File: src/inc/cps_pkg.sv
// ==========================================================================
// calibration pulse sequencer shared constants and types
package cps_pkg;

    // ======================================================================
    // sizes
    localparam int CPS_AW = 8;
    localparam int CPS_DW = 32;
    localparam int CPS_NMOD = 4;
    localparam int CPS_NCH = 4;
    localparam int CPS_NOUT = CPS_NMOD * CPS_NCH;
    localparam int CPS_NDIG = 12;
    localparam int CPS_NAUX = 4;
    localparam int CPS_NSRC = CPS_NDIG + CPS_NAUX + 1;
    localparam int CPS_SELW = 5;
    localparam int CPS_CNTW = 16;
    localparam int CPS_PREW = 15;

    // ======================================================================
    // timing
    localparam int CPS_CLK_PERIOD_NS = 40;
    localparam int CPS_MS_NS = 1000000;
    localparam int CPS_MS_CYCLES = CPS_MS_NS / CPS_CLK_PERIOD_NS;

    // ======================================================================
    // register offsets
    localparam logic [7:0] CPS_OFS_CTRL = 8'h00;
    localparam logic [7:0] CPS_OFS_WIDTH = 8'h04;
    localparam logic [7:0] CPS_OFS_INTERVAL = 8'h08;
    localparam logic [7:0] CPS_OFS_TOTAL = 8'h0C;
    localparam logic [7:0] CPS_OFS_TRIG_SEL = 8'h10;
    localparam logic [7:0] CPS_OFS_CAL_MODE = 8'h14;
    localparam logic [7:0] CPS_OFS_CHAN_EN = 8'h18;
    localparam logic [7:0] CPS_OFS_STATUS = 8'h1C;
    localparam logic [7:0] CPS_OFS_DELIVERED = 8'h20;

    // ======================================================================
    // field positions
    localparam int CPS_CTRL_LAUNCH = 0;
    localparam int CPS_CTRL_HOLD = 1;
    localparam int CPS_CTRL_CLEAR = 2;
    localparam int CPS_CTRL_EXT_EN = 3;
    localparam int CPS_STAT_ACTIVE = 0;
    localparam int CPS_STAT_WAITING = 1;
    localparam int CPS_STAT_PULSE = 2;

    // ======================================================================
    // values after reset
    localparam logic [15:0] CPS_RST_WIDTH = 16'h0001;
    localparam logic [15:0] CPS_RST_INTERVAL = 16'h0002;
    localparam logic [15:0] CPS_RST_TOTAL = 16'h0001;
    localparam logic [4:0] CPS_RST_TRIG_SEL = 5'h00;
    localparam logic [3:0] CPS_RST_CAL_MODE = 4'h0;
    localparam logic [15:0] CPS_RST_CHAN_EN = 16'h0000;

    // ======================================================================
    // types
    typedef enum logic [1:0] {
        CPS_IDLE,
        CPS_HIGH,
        CPS_LOW,
        CPS_WAIT
    } cps_phase_e;

    typedef struct packed {
        logic [CPS_AW-1:0] addr;
        logic [CPS_DW-1:0] wdata;
        logic wr;
        logic rd;
    } cps_bus_req_s;

    typedef struct packed {
        cps_phase_e phase;
        logic hold;
        logic ext_en;
        logic [CPS_CNTW-1:0] width_ms;
        logic [CPS_CNTW-1:0] interval_ms;
        logic [CPS_CNTW-1:0] total;
        logic [CPS_SELW-1:0] trig_sel;
        logic [CPS_NMOD-1:0] cal_mode;
        logic [CPS_NOUT-1:0] chan_en;
        logic [CPS_CNTW-1:0] delivered;
        logic [CPS_PREW-1:0] pre;
        logic [CPS_CNTW-1:0] ms_cnt;
        logic trig_prev;
        logic [CPS_NOUT-1:0] inj_cmd;
        logic active;
        logic [CPS_DW-1:0] rdata;
    } cps_state_s;

endpackage : cps_pkg

File: src/verilog/cps_sequencer.sv
`timescale 1ns/1ns
`default_nettype none
module cps_sequencer #(
    parameter int MS_CYCLES = cps_pkg::CPS_MS_CYCLES
) (
    input wire logic ref_clk,
    input wire logic resetn,
    input wire cps_pkg::cps_bus_req_s bus_req,
    output logic [cps_pkg::CPS_DW-1:0] bus_rdata,
    input wire logic [cps_pkg::CPS_NDIG-1:0] dig_in,
    input wire logic [cps_pkg::CPS_NAUX-1:0] aux_pwm,
    output logic [cps_pkg::CPS_NOUT-1:0] inj_cmd,
    output logic sequence_active,
    output logic [cps_pkg::CPS_CNTW-1:0] pulses_delivered
);

    // ======================================================================
    // derived constants
    localparam logic [cps_pkg::CPS_PREW-1:0] PRE_LAST =
        cps_pkg::CPS_PREW'(MS_CYCLES - 1);
    localparam logic [cps_pkg::CPS_CNTW-1:0] ONE =
        cps_pkg::CPS_CNTW'(1);

    // ======================================================================
    // state
    cps_pkg::cps_state_s s_r;
    cps_pkg::cps_state_s s_nxt;

    logic [cps_pkg::CPS_NDIG-1:0] dig_sync;
    logic [cps_pkg::CPS_NSRC-1:0] trig_src;
    logic trig_level;
    logic trig_rise;
    logic sequence_launch;
    logic pulse_count_clear;
    logic ms_tick;
    logic [cps_pkg::CPS_CNTW-1:0] ms_next;
    logic [cps_pkg::CPS_CNTW-1:0] count_base;
    logic [cps_pkg::CPS_CNTW-1:0] count_after;
    logic start_req;
    logic [cps_pkg::CPS_NOUT-1:0] chan_gate;

    // ======================================================================
    // trigger inputs
    cps_sync #(
        .W(cps_pkg::CPS_NDIG)
    ) u_dig_sync (
        .ref_clk(ref_clk),
        .resetn(resetn),
        .async_in(dig_in),
        .sync_out(dig_sync)
    );

    // index zero stands for no source
    assign trig_src = {aux_pwm, dig_sync, 1'b0};

    always_comb begin
        trig_level = 1'b0;
        if (int'(s_r.trig_sel) < cps_pkg::CPS_NSRC) begin
            trig_level = trig_src[s_r.trig_sel];
        end
    end

    assign trig_rise = trig_level & ~s_r.trig_prev;

    // ======================================================================
    // register writes, reads and sequencing
    always_comb begin
        logic [cps_pkg::CPS_NCH-1:0] en;
        logic single;
        en = '0;
        single = 1'b0;
        chan_gate = '0;
        s_nxt = s_r;
        s_nxt.rdata = '0;
        sequence_launch = 1'b0;
        pulse_count_clear = 1'b0;

        // register writes
        if (bus_req.wr) begin
            case (bus_req.addr)
                cps_pkg::CPS_OFS_CTRL: begin
                    sequence_launch =
                        bus_req.wdata[cps_pkg::CPS_CTRL_LAUNCH];
                    s_nxt.hold = bus_req.wdata[cps_pkg::CPS_CTRL_HOLD];
                    pulse_count_clear =
                        bus_req.wdata[cps_pkg::CPS_CTRL_CLEAR];
                    s_nxt.ext_en = bus_req.wdata[cps_pkg::CPS_CTRL_EXT_EN];
                end
                cps_pkg::CPS_OFS_WIDTH: begin
                    s_nxt.width_ms = bus_req.wdata[cps_pkg::CPS_CNTW-1:0];
                end
                cps_pkg::CPS_OFS_INTERVAL: begin
                    s_nxt.interval_ms =
                        bus_req.wdata[cps_pkg::CPS_CNTW-1:0];
                end
                cps_pkg::CPS_OFS_TOTAL: begin
                    s_nxt.total = bus_req.wdata[cps_pkg::CPS_CNTW-1:0];
                end
                cps_pkg::CPS_OFS_TRIG_SEL: begin
                    s_nxt.trig_sel = bus_req.wdata[cps_pkg::CPS_SELW-1:0];
                end
                cps_pkg::CPS_OFS_CAL_MODE: begin
                    s_nxt.cal_mode = bus_req.wdata[cps_pkg::CPS_NMOD-1:0];
                end
                cps_pkg::CPS_OFS_CHAN_EN: begin
                    s_nxt.chan_en = bus_req.wdata[cps_pkg::CPS_NOUT-1:0];
                end
                default: begin
                end
            endcase
        end

        // register reads, answered in the next cycle only
        if (bus_req.rd) begin
            case (bus_req.addr)
                cps_pkg::CPS_OFS_CTRL: begin
                    s_nxt.rdata[cps_pkg::CPS_CTRL_HOLD] = s_r.hold;
                    s_nxt.rdata[cps_pkg::CPS_CTRL_EXT_EN] = s_r.ext_en;
                end
                cps_pkg::CPS_OFS_WIDTH: begin
                    s_nxt.rdata[cps_pkg::CPS_CNTW-1:0] = s_r.width_ms;
                end
                cps_pkg::CPS_OFS_INTERVAL: begin
                    s_nxt.rdata[cps_pkg::CPS_CNTW-1:0] = s_r.interval_ms;
                end
                cps_pkg::CPS_OFS_TOTAL: begin
                    s_nxt.rdata[cps_pkg::CPS_CNTW-1:0] = s_r.total;
                end
                cps_pkg::CPS_OFS_TRIG_SEL: begin
                    s_nxt.rdata[cps_pkg::CPS_SELW-1:0] = s_r.trig_sel;
                end
                cps_pkg::CPS_OFS_CAL_MODE: begin
                    s_nxt.rdata[cps_pkg::CPS_NMOD-1:0] = s_r.cal_mode;
                end
                cps_pkg::CPS_OFS_CHAN_EN: begin
                    s_nxt.rdata[cps_pkg::CPS_NOUT-1:0] = s_r.chan_en;
                end
                cps_pkg::CPS_OFS_STATUS: begin
                    s_nxt.rdata[cps_pkg::CPS_STAT_ACTIVE] = s_r.active;
                    s_nxt.rdata[cps_pkg::CPS_STAT_WAITING] =
                        (s_r.phase == cps_pkg::CPS_WAIT);
                    s_nxt.rdata[cps_pkg::CPS_STAT_PULSE] =
                        (s_r.phase == cps_pkg::CPS_HIGH);
                end
                cps_pkg::CPS_OFS_DELIVERED: begin
                    s_nxt.rdata[cps_pkg::CPS_CNTW-1:0] = s_r.delivered;
                end
                default: begin
                end
            endcase
        end

        // millisecond time base, restarted each time a pulse starts
        ms_tick = (s_r.pre == PRE_LAST);
        s_nxt.pre = ms_tick ? '0 : s_r.pre + 1'b1;
        ms_next = s_r.ms_cnt + (ms_tick ? ONE : '0);
        s_nxt.ms_cnt = ms_next;

        // external trigger edge tracking
        s_nxt.trig_prev = trig_level;
        start_req = sequence_launch
            | (s_r.ext_en & trig_rise);

        // a clear that meets a completing pulse still counts that pulse
        count_base = pulse_count_clear ? '0 : s_r.delivered;
        count_after = count_base + ONE;
        s_nxt.delivered = count_base;

        case (s_r.phase)
            cps_pkg::CPS_IDLE: begin
                // starts are honoured only while idle
                if (start_req && (s_r.total != '0)) begin
                    if (count_base >= s_r.total) begin
                        s_nxt.delivered = '0;
                    end
                    if (s_nxt.hold) begin
                        s_nxt.phase = cps_pkg::CPS_WAIT;
                    end else begin
                        s_nxt.phase = cps_pkg::CPS_HIGH;
                        s_nxt.pre = '0;
                        s_nxt.ms_cnt = '0;
                    end
                end
            end
            cps_pkg::CPS_HIGH: begin
                // hold is ignored here so the pulse runs full width
                if (ms_next >= s_r.width_ms) begin
                    s_nxt.delivered = count_after;
                    if (count_after >= s_r.total) begin
                        s_nxt.phase = cps_pkg::CPS_IDLE;
                    end else begin
                        s_nxt.phase = cps_pkg::CPS_LOW;
                    end
                end
            end
            cps_pkg::CPS_LOW: begin
                if (ms_next >= s_r.interval_ms) begin
                    if (s_nxt.hold) begin
                        s_nxt.phase = cps_pkg::CPS_WAIT;
                    end else begin
                        s_nxt.phase = cps_pkg::CPS_HIGH;
                        s_nxt.pre = '0;
                        s_nxt.ms_cnt = '0;
                    end
                end
            end
            cps_pkg::CPS_WAIT: begin
                // resume at the kept pulse position
                if (!s_nxt.hold) begin
                    s_nxt.phase = cps_pkg::CPS_HIGH;
                    s_nxt.pre = '0;
                    s_nxt.ms_cnt = '0;
                end
            end
            default: begin
                s_nxt.phase = cps_pkg::CPS_IDLE;
            end
        endcase

        // channel gating per driver module, on the new settings
        for (int m = 0; m < cps_pkg::CPS_NMOD; m++) begin
            en = s_nxt.chan_en[m*cps_pkg::CPS_NCH +: cps_pkg::CPS_NCH];
            single = (en != '0) && ((en & (en - 1'b1)) == '0);
            if (single && s_nxt.cal_mode[m]) begin
                chan_gate[m*cps_pkg::CPS_NCH +: cps_pkg::CPS_NCH] = en;
            end
        end

        s_nxt.active = (s_nxt.phase != cps_pkg::CPS_IDLE);
        s_nxt.inj_cmd = (s_nxt.phase == cps_pkg::CPS_HIGH)
            ? chan_gate : '0;
    end

    // ======================================================================
    // state register
    always_ff @(posedge ref_clk or negedge resetn) begin
        if (!resetn) begin
            s_r.phase <= cps_pkg::CPS_IDLE;
            s_r.hold <= 1'b0;
            s_r.ext_en <= 1'b0;
            s_r.width_ms <= cps_pkg::CPS_RST_WIDTH;
            s_r.interval_ms <= cps_pkg::CPS_RST_INTERVAL;
            s_r.total <= cps_pkg::CPS_RST_TOTAL;
            s_r.trig_sel <= cps_pkg::CPS_RST_TRIG_SEL;
            s_r.cal_mode <= cps_pkg::CPS_RST_CAL_MODE;
            s_r.chan_en <= cps_pkg::CPS_RST_CHAN_EN;
            s_r.delivered <= '0;
            s_r.pre <= '0;
            s_r.ms_cnt <= '0;
            s_r.trig_prev <= 1'b0;
            s_r.inj_cmd <= '0;
            s_r.active <= 1'b0;
            s_r.rdata <= '0;
        end else begin
            s_r <= s_nxt;
        end
    end

    // ======================================================================
    // outputs
    assign bus_rdata = s_r.rdata;
    assign inj_cmd = s_r.inj_cmd;
    assign sequence_active = s_r.active;
    assign pulses_delivered = s_r.delivered;

endmodule : cps_sequencer
`default_nettype wire

File: src/verilog/cps_sync.sv
`timescale 1ns/1ns
`default_nettype none
// ==========================================================================
// two flip-flop synchroniser for a group of levels
module cps_sync #(
    parameter int W = 1
) (
    input wire logic ref_clk,
    input wire logic resetn,
    input wire logic [W-1:0] async_in,
    output logic [W-1:0] sync_out
);

    typedef struct packed {
        logic [W-1:0] stage1;
        logic [W-1:0] stage2;
    } cps_sync_s;

    cps_sync_s s_r;
    cps_sync_s s_nxt;

    always_comb begin
        s_nxt = s_r;
        s_nxt.stage1 = async_in;
        s_nxt.stage2 = s_r.stage1;
    end

    always_ff @(posedge ref_clk or negedge resetn) begin
        if (!resetn) begin
            s_r <= '0;
        end else begin
            s_r <= s_nxt;
        end
    end

    assign sync_out = s_r.stage2;

endmodule : cps_sync
`default_nettype wire

File: config.mk
export PLATFORM = sky130hd
export DESIGN_NAME = cps_sequencer
export DESIGN_NICKNAME = d
export VERILOG_FILES = /design/src/inc/cps_pkg.sv /design/src/verilog/cps_sequencer.sv /design/src/verilog/cps_sync.sv
export SDC_FILE = /design/constraint.sdc
export NUM_CORES = 1
export LEC_CHECK = 0
export BUFFER_PORTS_ARGS = -buffer_cell sky130_fd_sc_hd__buf_2
export CAP_MARGIN = 25
export CORE_ASPECT_RATIO = 1.2
export CORE_UTILIZATION = 50
export DETAILED_ROUTE_END_ITERATION = 10
export PLACE_DENSITY = 0.66
export SETUP_SLACK_MARGIN = 0.05
export SLEW_MARGIN = 10
export SYNTH_ARGS = -nofsm -noshare
export SYNTH_HDL_FRONTEND = slang
export SYNTH_HIERARCHICAL = 1
export SYNTH_SLANG_ARGS = --single-unit
File: constraint.sdc
create_clock -name ref_clk -period 5.65 [get_ports ref_clk]
set_clock_uncertainty 0.2 [all_clocks]
set_input_delay 1.13 -clock ref_clk [delete_from_list [all_inputs] [get_ports ref_clk]]
set_output_delay 1.13 -clock ref_clk [all_outputs]
set_load 0.05 [all_outputs]
==> impl_metrics.toml <==
[floorplan]
core-area_sq_um = 20300
io_pins = 125
die_height_um = 160
start_util = 0.513
fp-row-count = 57
die_area_sq_um = 21500
chipWidth_um = 134

[power]
clkPwrFrac = 0.407
powerDensity_nw_per_um2 = 263
p_sw_mw = 0.851
ir_worst_vdd_mv = 0.216
p_int_mw = 2.13
comb_power_share = 0.114
leakage_nw = 5.57
p_sw_frac = 0.285
p_seq_frac = 0.479

[cts]
clockBufferDepth = 2
clock-sinks = 182
cts_tree = "built"
htreeDepth = 4
clk_latency_ns = 0.43
cts_root_buf = "clkbuf_16"
cts_setup_buffers = 0
clk_pin_slew_ns = 0.08
cts_buffers = 17

[outcome]
status = "finished clean"

[yosys]
yosys-top-cells-area = "dfrtp_1 (43%), ha_1 (8.2%), mux2_2 (7.1%)"
synth_top_family_by_area = "simple AND/OR/NAND/NOR gates"
synthAdderAreaFrac = 0.0815
synth_cell_type_count = 76
syn_avg_cell_area_sq_um = 10.4
netlist.area_leader.share = 0.429
synth_compound_area_frac = 0.104
synthCells = 1005
synth_commonest_cells = "dfrtp_1 (179), inv_1 (82), ha_1 (68)"
synthXorXnorAreaFrac = 0.0403
synth-edff-count = 0
async_flop_share = 1.00
synth_top_cell_by_area = "dfrtp_1"
yosys.area_share.simple = 0.154
syn_area_sq_um = 10400
synth-seq-cells = 182
synth.area.mux_share = 0.0912
yosysSeqAreaShare = 0.437
ys_warn_count = 6
synth_flop_cell = "dfrtp_1"
synth.most_common_cell = "dfrtp_1"

[critical_path]
crit_buf_inv = 3
start_kind = "register"
endpoint_kind = "register"
cp.depth = 19
crit_fanout = 9
crit_top_cell = "ha_1"
crit_slowest_cell = "or4b_2"
critPathMaxStageDelay_ns = 0.67
crit_chain = "or4b_2 > nor3_1 > ha_1 > ha_1 > nand2_1 > or2_2 > nor2_1 > xnor2_1 > inv_1 > ha_1 > nand4_1 > nor3_1 > a2111oi_0 > o21ai_1 > buf_4 > nand2_1 > buf_4 > a21oi_1 > a31o_1"
criticalPathCategory = "register to register"
worst-r2r-cell-count = 19
cp.required_ns = 5.77
arrival_ns = 5.40
critical_path.top_delay_family = "simple AND/OR/NAND/NOR gates"

[min_path]
hold_path_class = "register to register"
holdPathStages = 0

[global_routing]
track_usage = 0.242
grt_pass1_wl_um = 39900
grt_pass1_vias = 7342
grt_overflow = 0
grt_max_degree = 111
antenna_found_initial = 0

[finish]
diodes = 0
final_nets = 1169
syn_to_final_growth_pct = 8.61
fillCellCount = 1794
layout-drive-gt1-share = 0.226
stdcell_count = 1319

[sta]
period_share = 0.934
slew_violations = 0
worst_pin_slew_ns = 1.04
rsz0062_at_grt = "no"
setup_ws_ns = 0.376
timing.fmax_ghz = 0.190
setup_viol = 0
hold_violations = 0
fin_tns_setup_ns = 0
period_needed_ns = 5.27
slew_headroom = 0.307

[route]
drt_iter0_drc = 606
post_drt_via_cell_ratio = 5.69
firstDrtPassIters = 9
drc = 0
vias = 7509
drtAntennaViolNets = 0
routed_wl_um = 24700
wire_per_inst_um = 18.7

[flow_run]
cap_violations = 0

[place]
numPortBuffers = 92
gp_congestion = 0.873
place_inst = 1287
dp_hpwl_um = 18400
dp_slack_ns = 0.319
==> kinds of logic after synthesis <==
| group | Yosys count |
|---|---|
| compound gates | 152 |
| xor+xnor | 48 |
| fa+ha+maj | 68 |
| buf+inv | 183 |
| flops | 182 |
| mux | 82 |
| other cells | 1 |
| simple gates | 289 |
==> per-stage QoR <==
step | power (mW) | area, sq um | hold WS, ns | util
after floorplan | 1.67 | 10500 | 0.131 | -
after global placement | 1.79 | 10700 | 0.131 | 0.527
after detailed placement | 1.79 | 10700 | 0.135 | 0.527
after CTS | 3.00 | 11300 | 0.153 | 0.557
after global routing | 3.11 | 11300 | 0.158 | 0.558
final | 2.98 | 11300 | 0.149 | 0.558
==> power groups by stage <==
stage	registers (mW)	clock network [mW]	logic, mW
final	1.43	1.21	0.341
after global routing	1.44	1.29	0.382
after CTS	1.43	1.23	0.341
after detailed placement	1.45	0	0.339
after global placement	1.45	0	0.334
after floorplan	1.43	0	0.239
==> flip-flops by register name (all words and copies together) (netlist names) <==
signal,flops
s_r,109
u_dig_sync/sync_out,12
u_dig_sync/s_nxt,12
bus_rdata,16
inj_cmd,16
sequence_active,1
pulses_delivered,16
==> worst paths after layout <==
kind,startpoint,to,slack [ns]
worst min-delay path,u_dig_sync/s_nxt[4],u_dig_sync/sync_out[4],0.15
worst max-delay path,s_r[78],pulses_delivered[7],0.38
min in group asynchronous,resetn,pulses_delivered[11],0.58
worst max register to register,s_r[78],pulses_delivered[7],0.38
max in group asynchronous,resetn,s_r[162],3.56
worst min register to register,u_dig_sync/s_nxt[4],u_dig_sync/sync_out[4],0.15
==> cell type report <==
class / count / area, sq um / area share
multi-input combinational: 655 / 4980 / 0.439
sequential: 182 / 4560 / 0.402
tap: 265 / 332 / 0.0293
clock inverter: 14 / 184 / 0.0162
inverter: 84 / 315 / 0.0278
timing repair buffer: 101 / 537 / 0.0474
clock buffer: 18 / 429 / 0.0379
==> cells in the final DEF, fill, tap and decap left out, types with 4 or more instances in the layout <==
master and instances:
clkinv_8 4, nor2_1 64, xnor2_1 29, o211ai_1 4
nand4_1 16, nor3b_1 6, inv_1 82, a21o_1 7
nor3b_2 6, nor4_1 8, mux2_2 66, o21ai_0 22
nand2b_1 5, nor2b_1 8, a211oi_1 5, xor2_1 19
a31oi_1 6, nand2_1 61, or3_1 5, nor3_1 20
clkbuf_16 17, and3_1 14, nand3_1 35, o22ai_1 6
a222oi_1 18, ha_1 68, and2_1 8, inv_8 4
a21oi_1 38, buf_4 9, clkinv_4 4, a22oi_1 15
dfrtp_1 179, o31ai_1 4, buf_2 91, and4_1 8
mux2i_1 10, conb_1 16, a221oi_1 4
==> per-layer routing <==
metal	wire, um	GRT usage	part of all wire
met2	11300	0.373	0.46
met5	0	0	0
met1	11100	0.334	0.45
met4	814	0.0981	0.033
met3	1460	0.0460	0.059
==> repair_timing <==
item	CTS	global route
hold buffers	0	0
endpoints found under the hold margin	0	0
gates resized for setup	0	1
endpoints found under the setup margin	0	12
No activity file was read; power rests on OpenSTA's default activity.
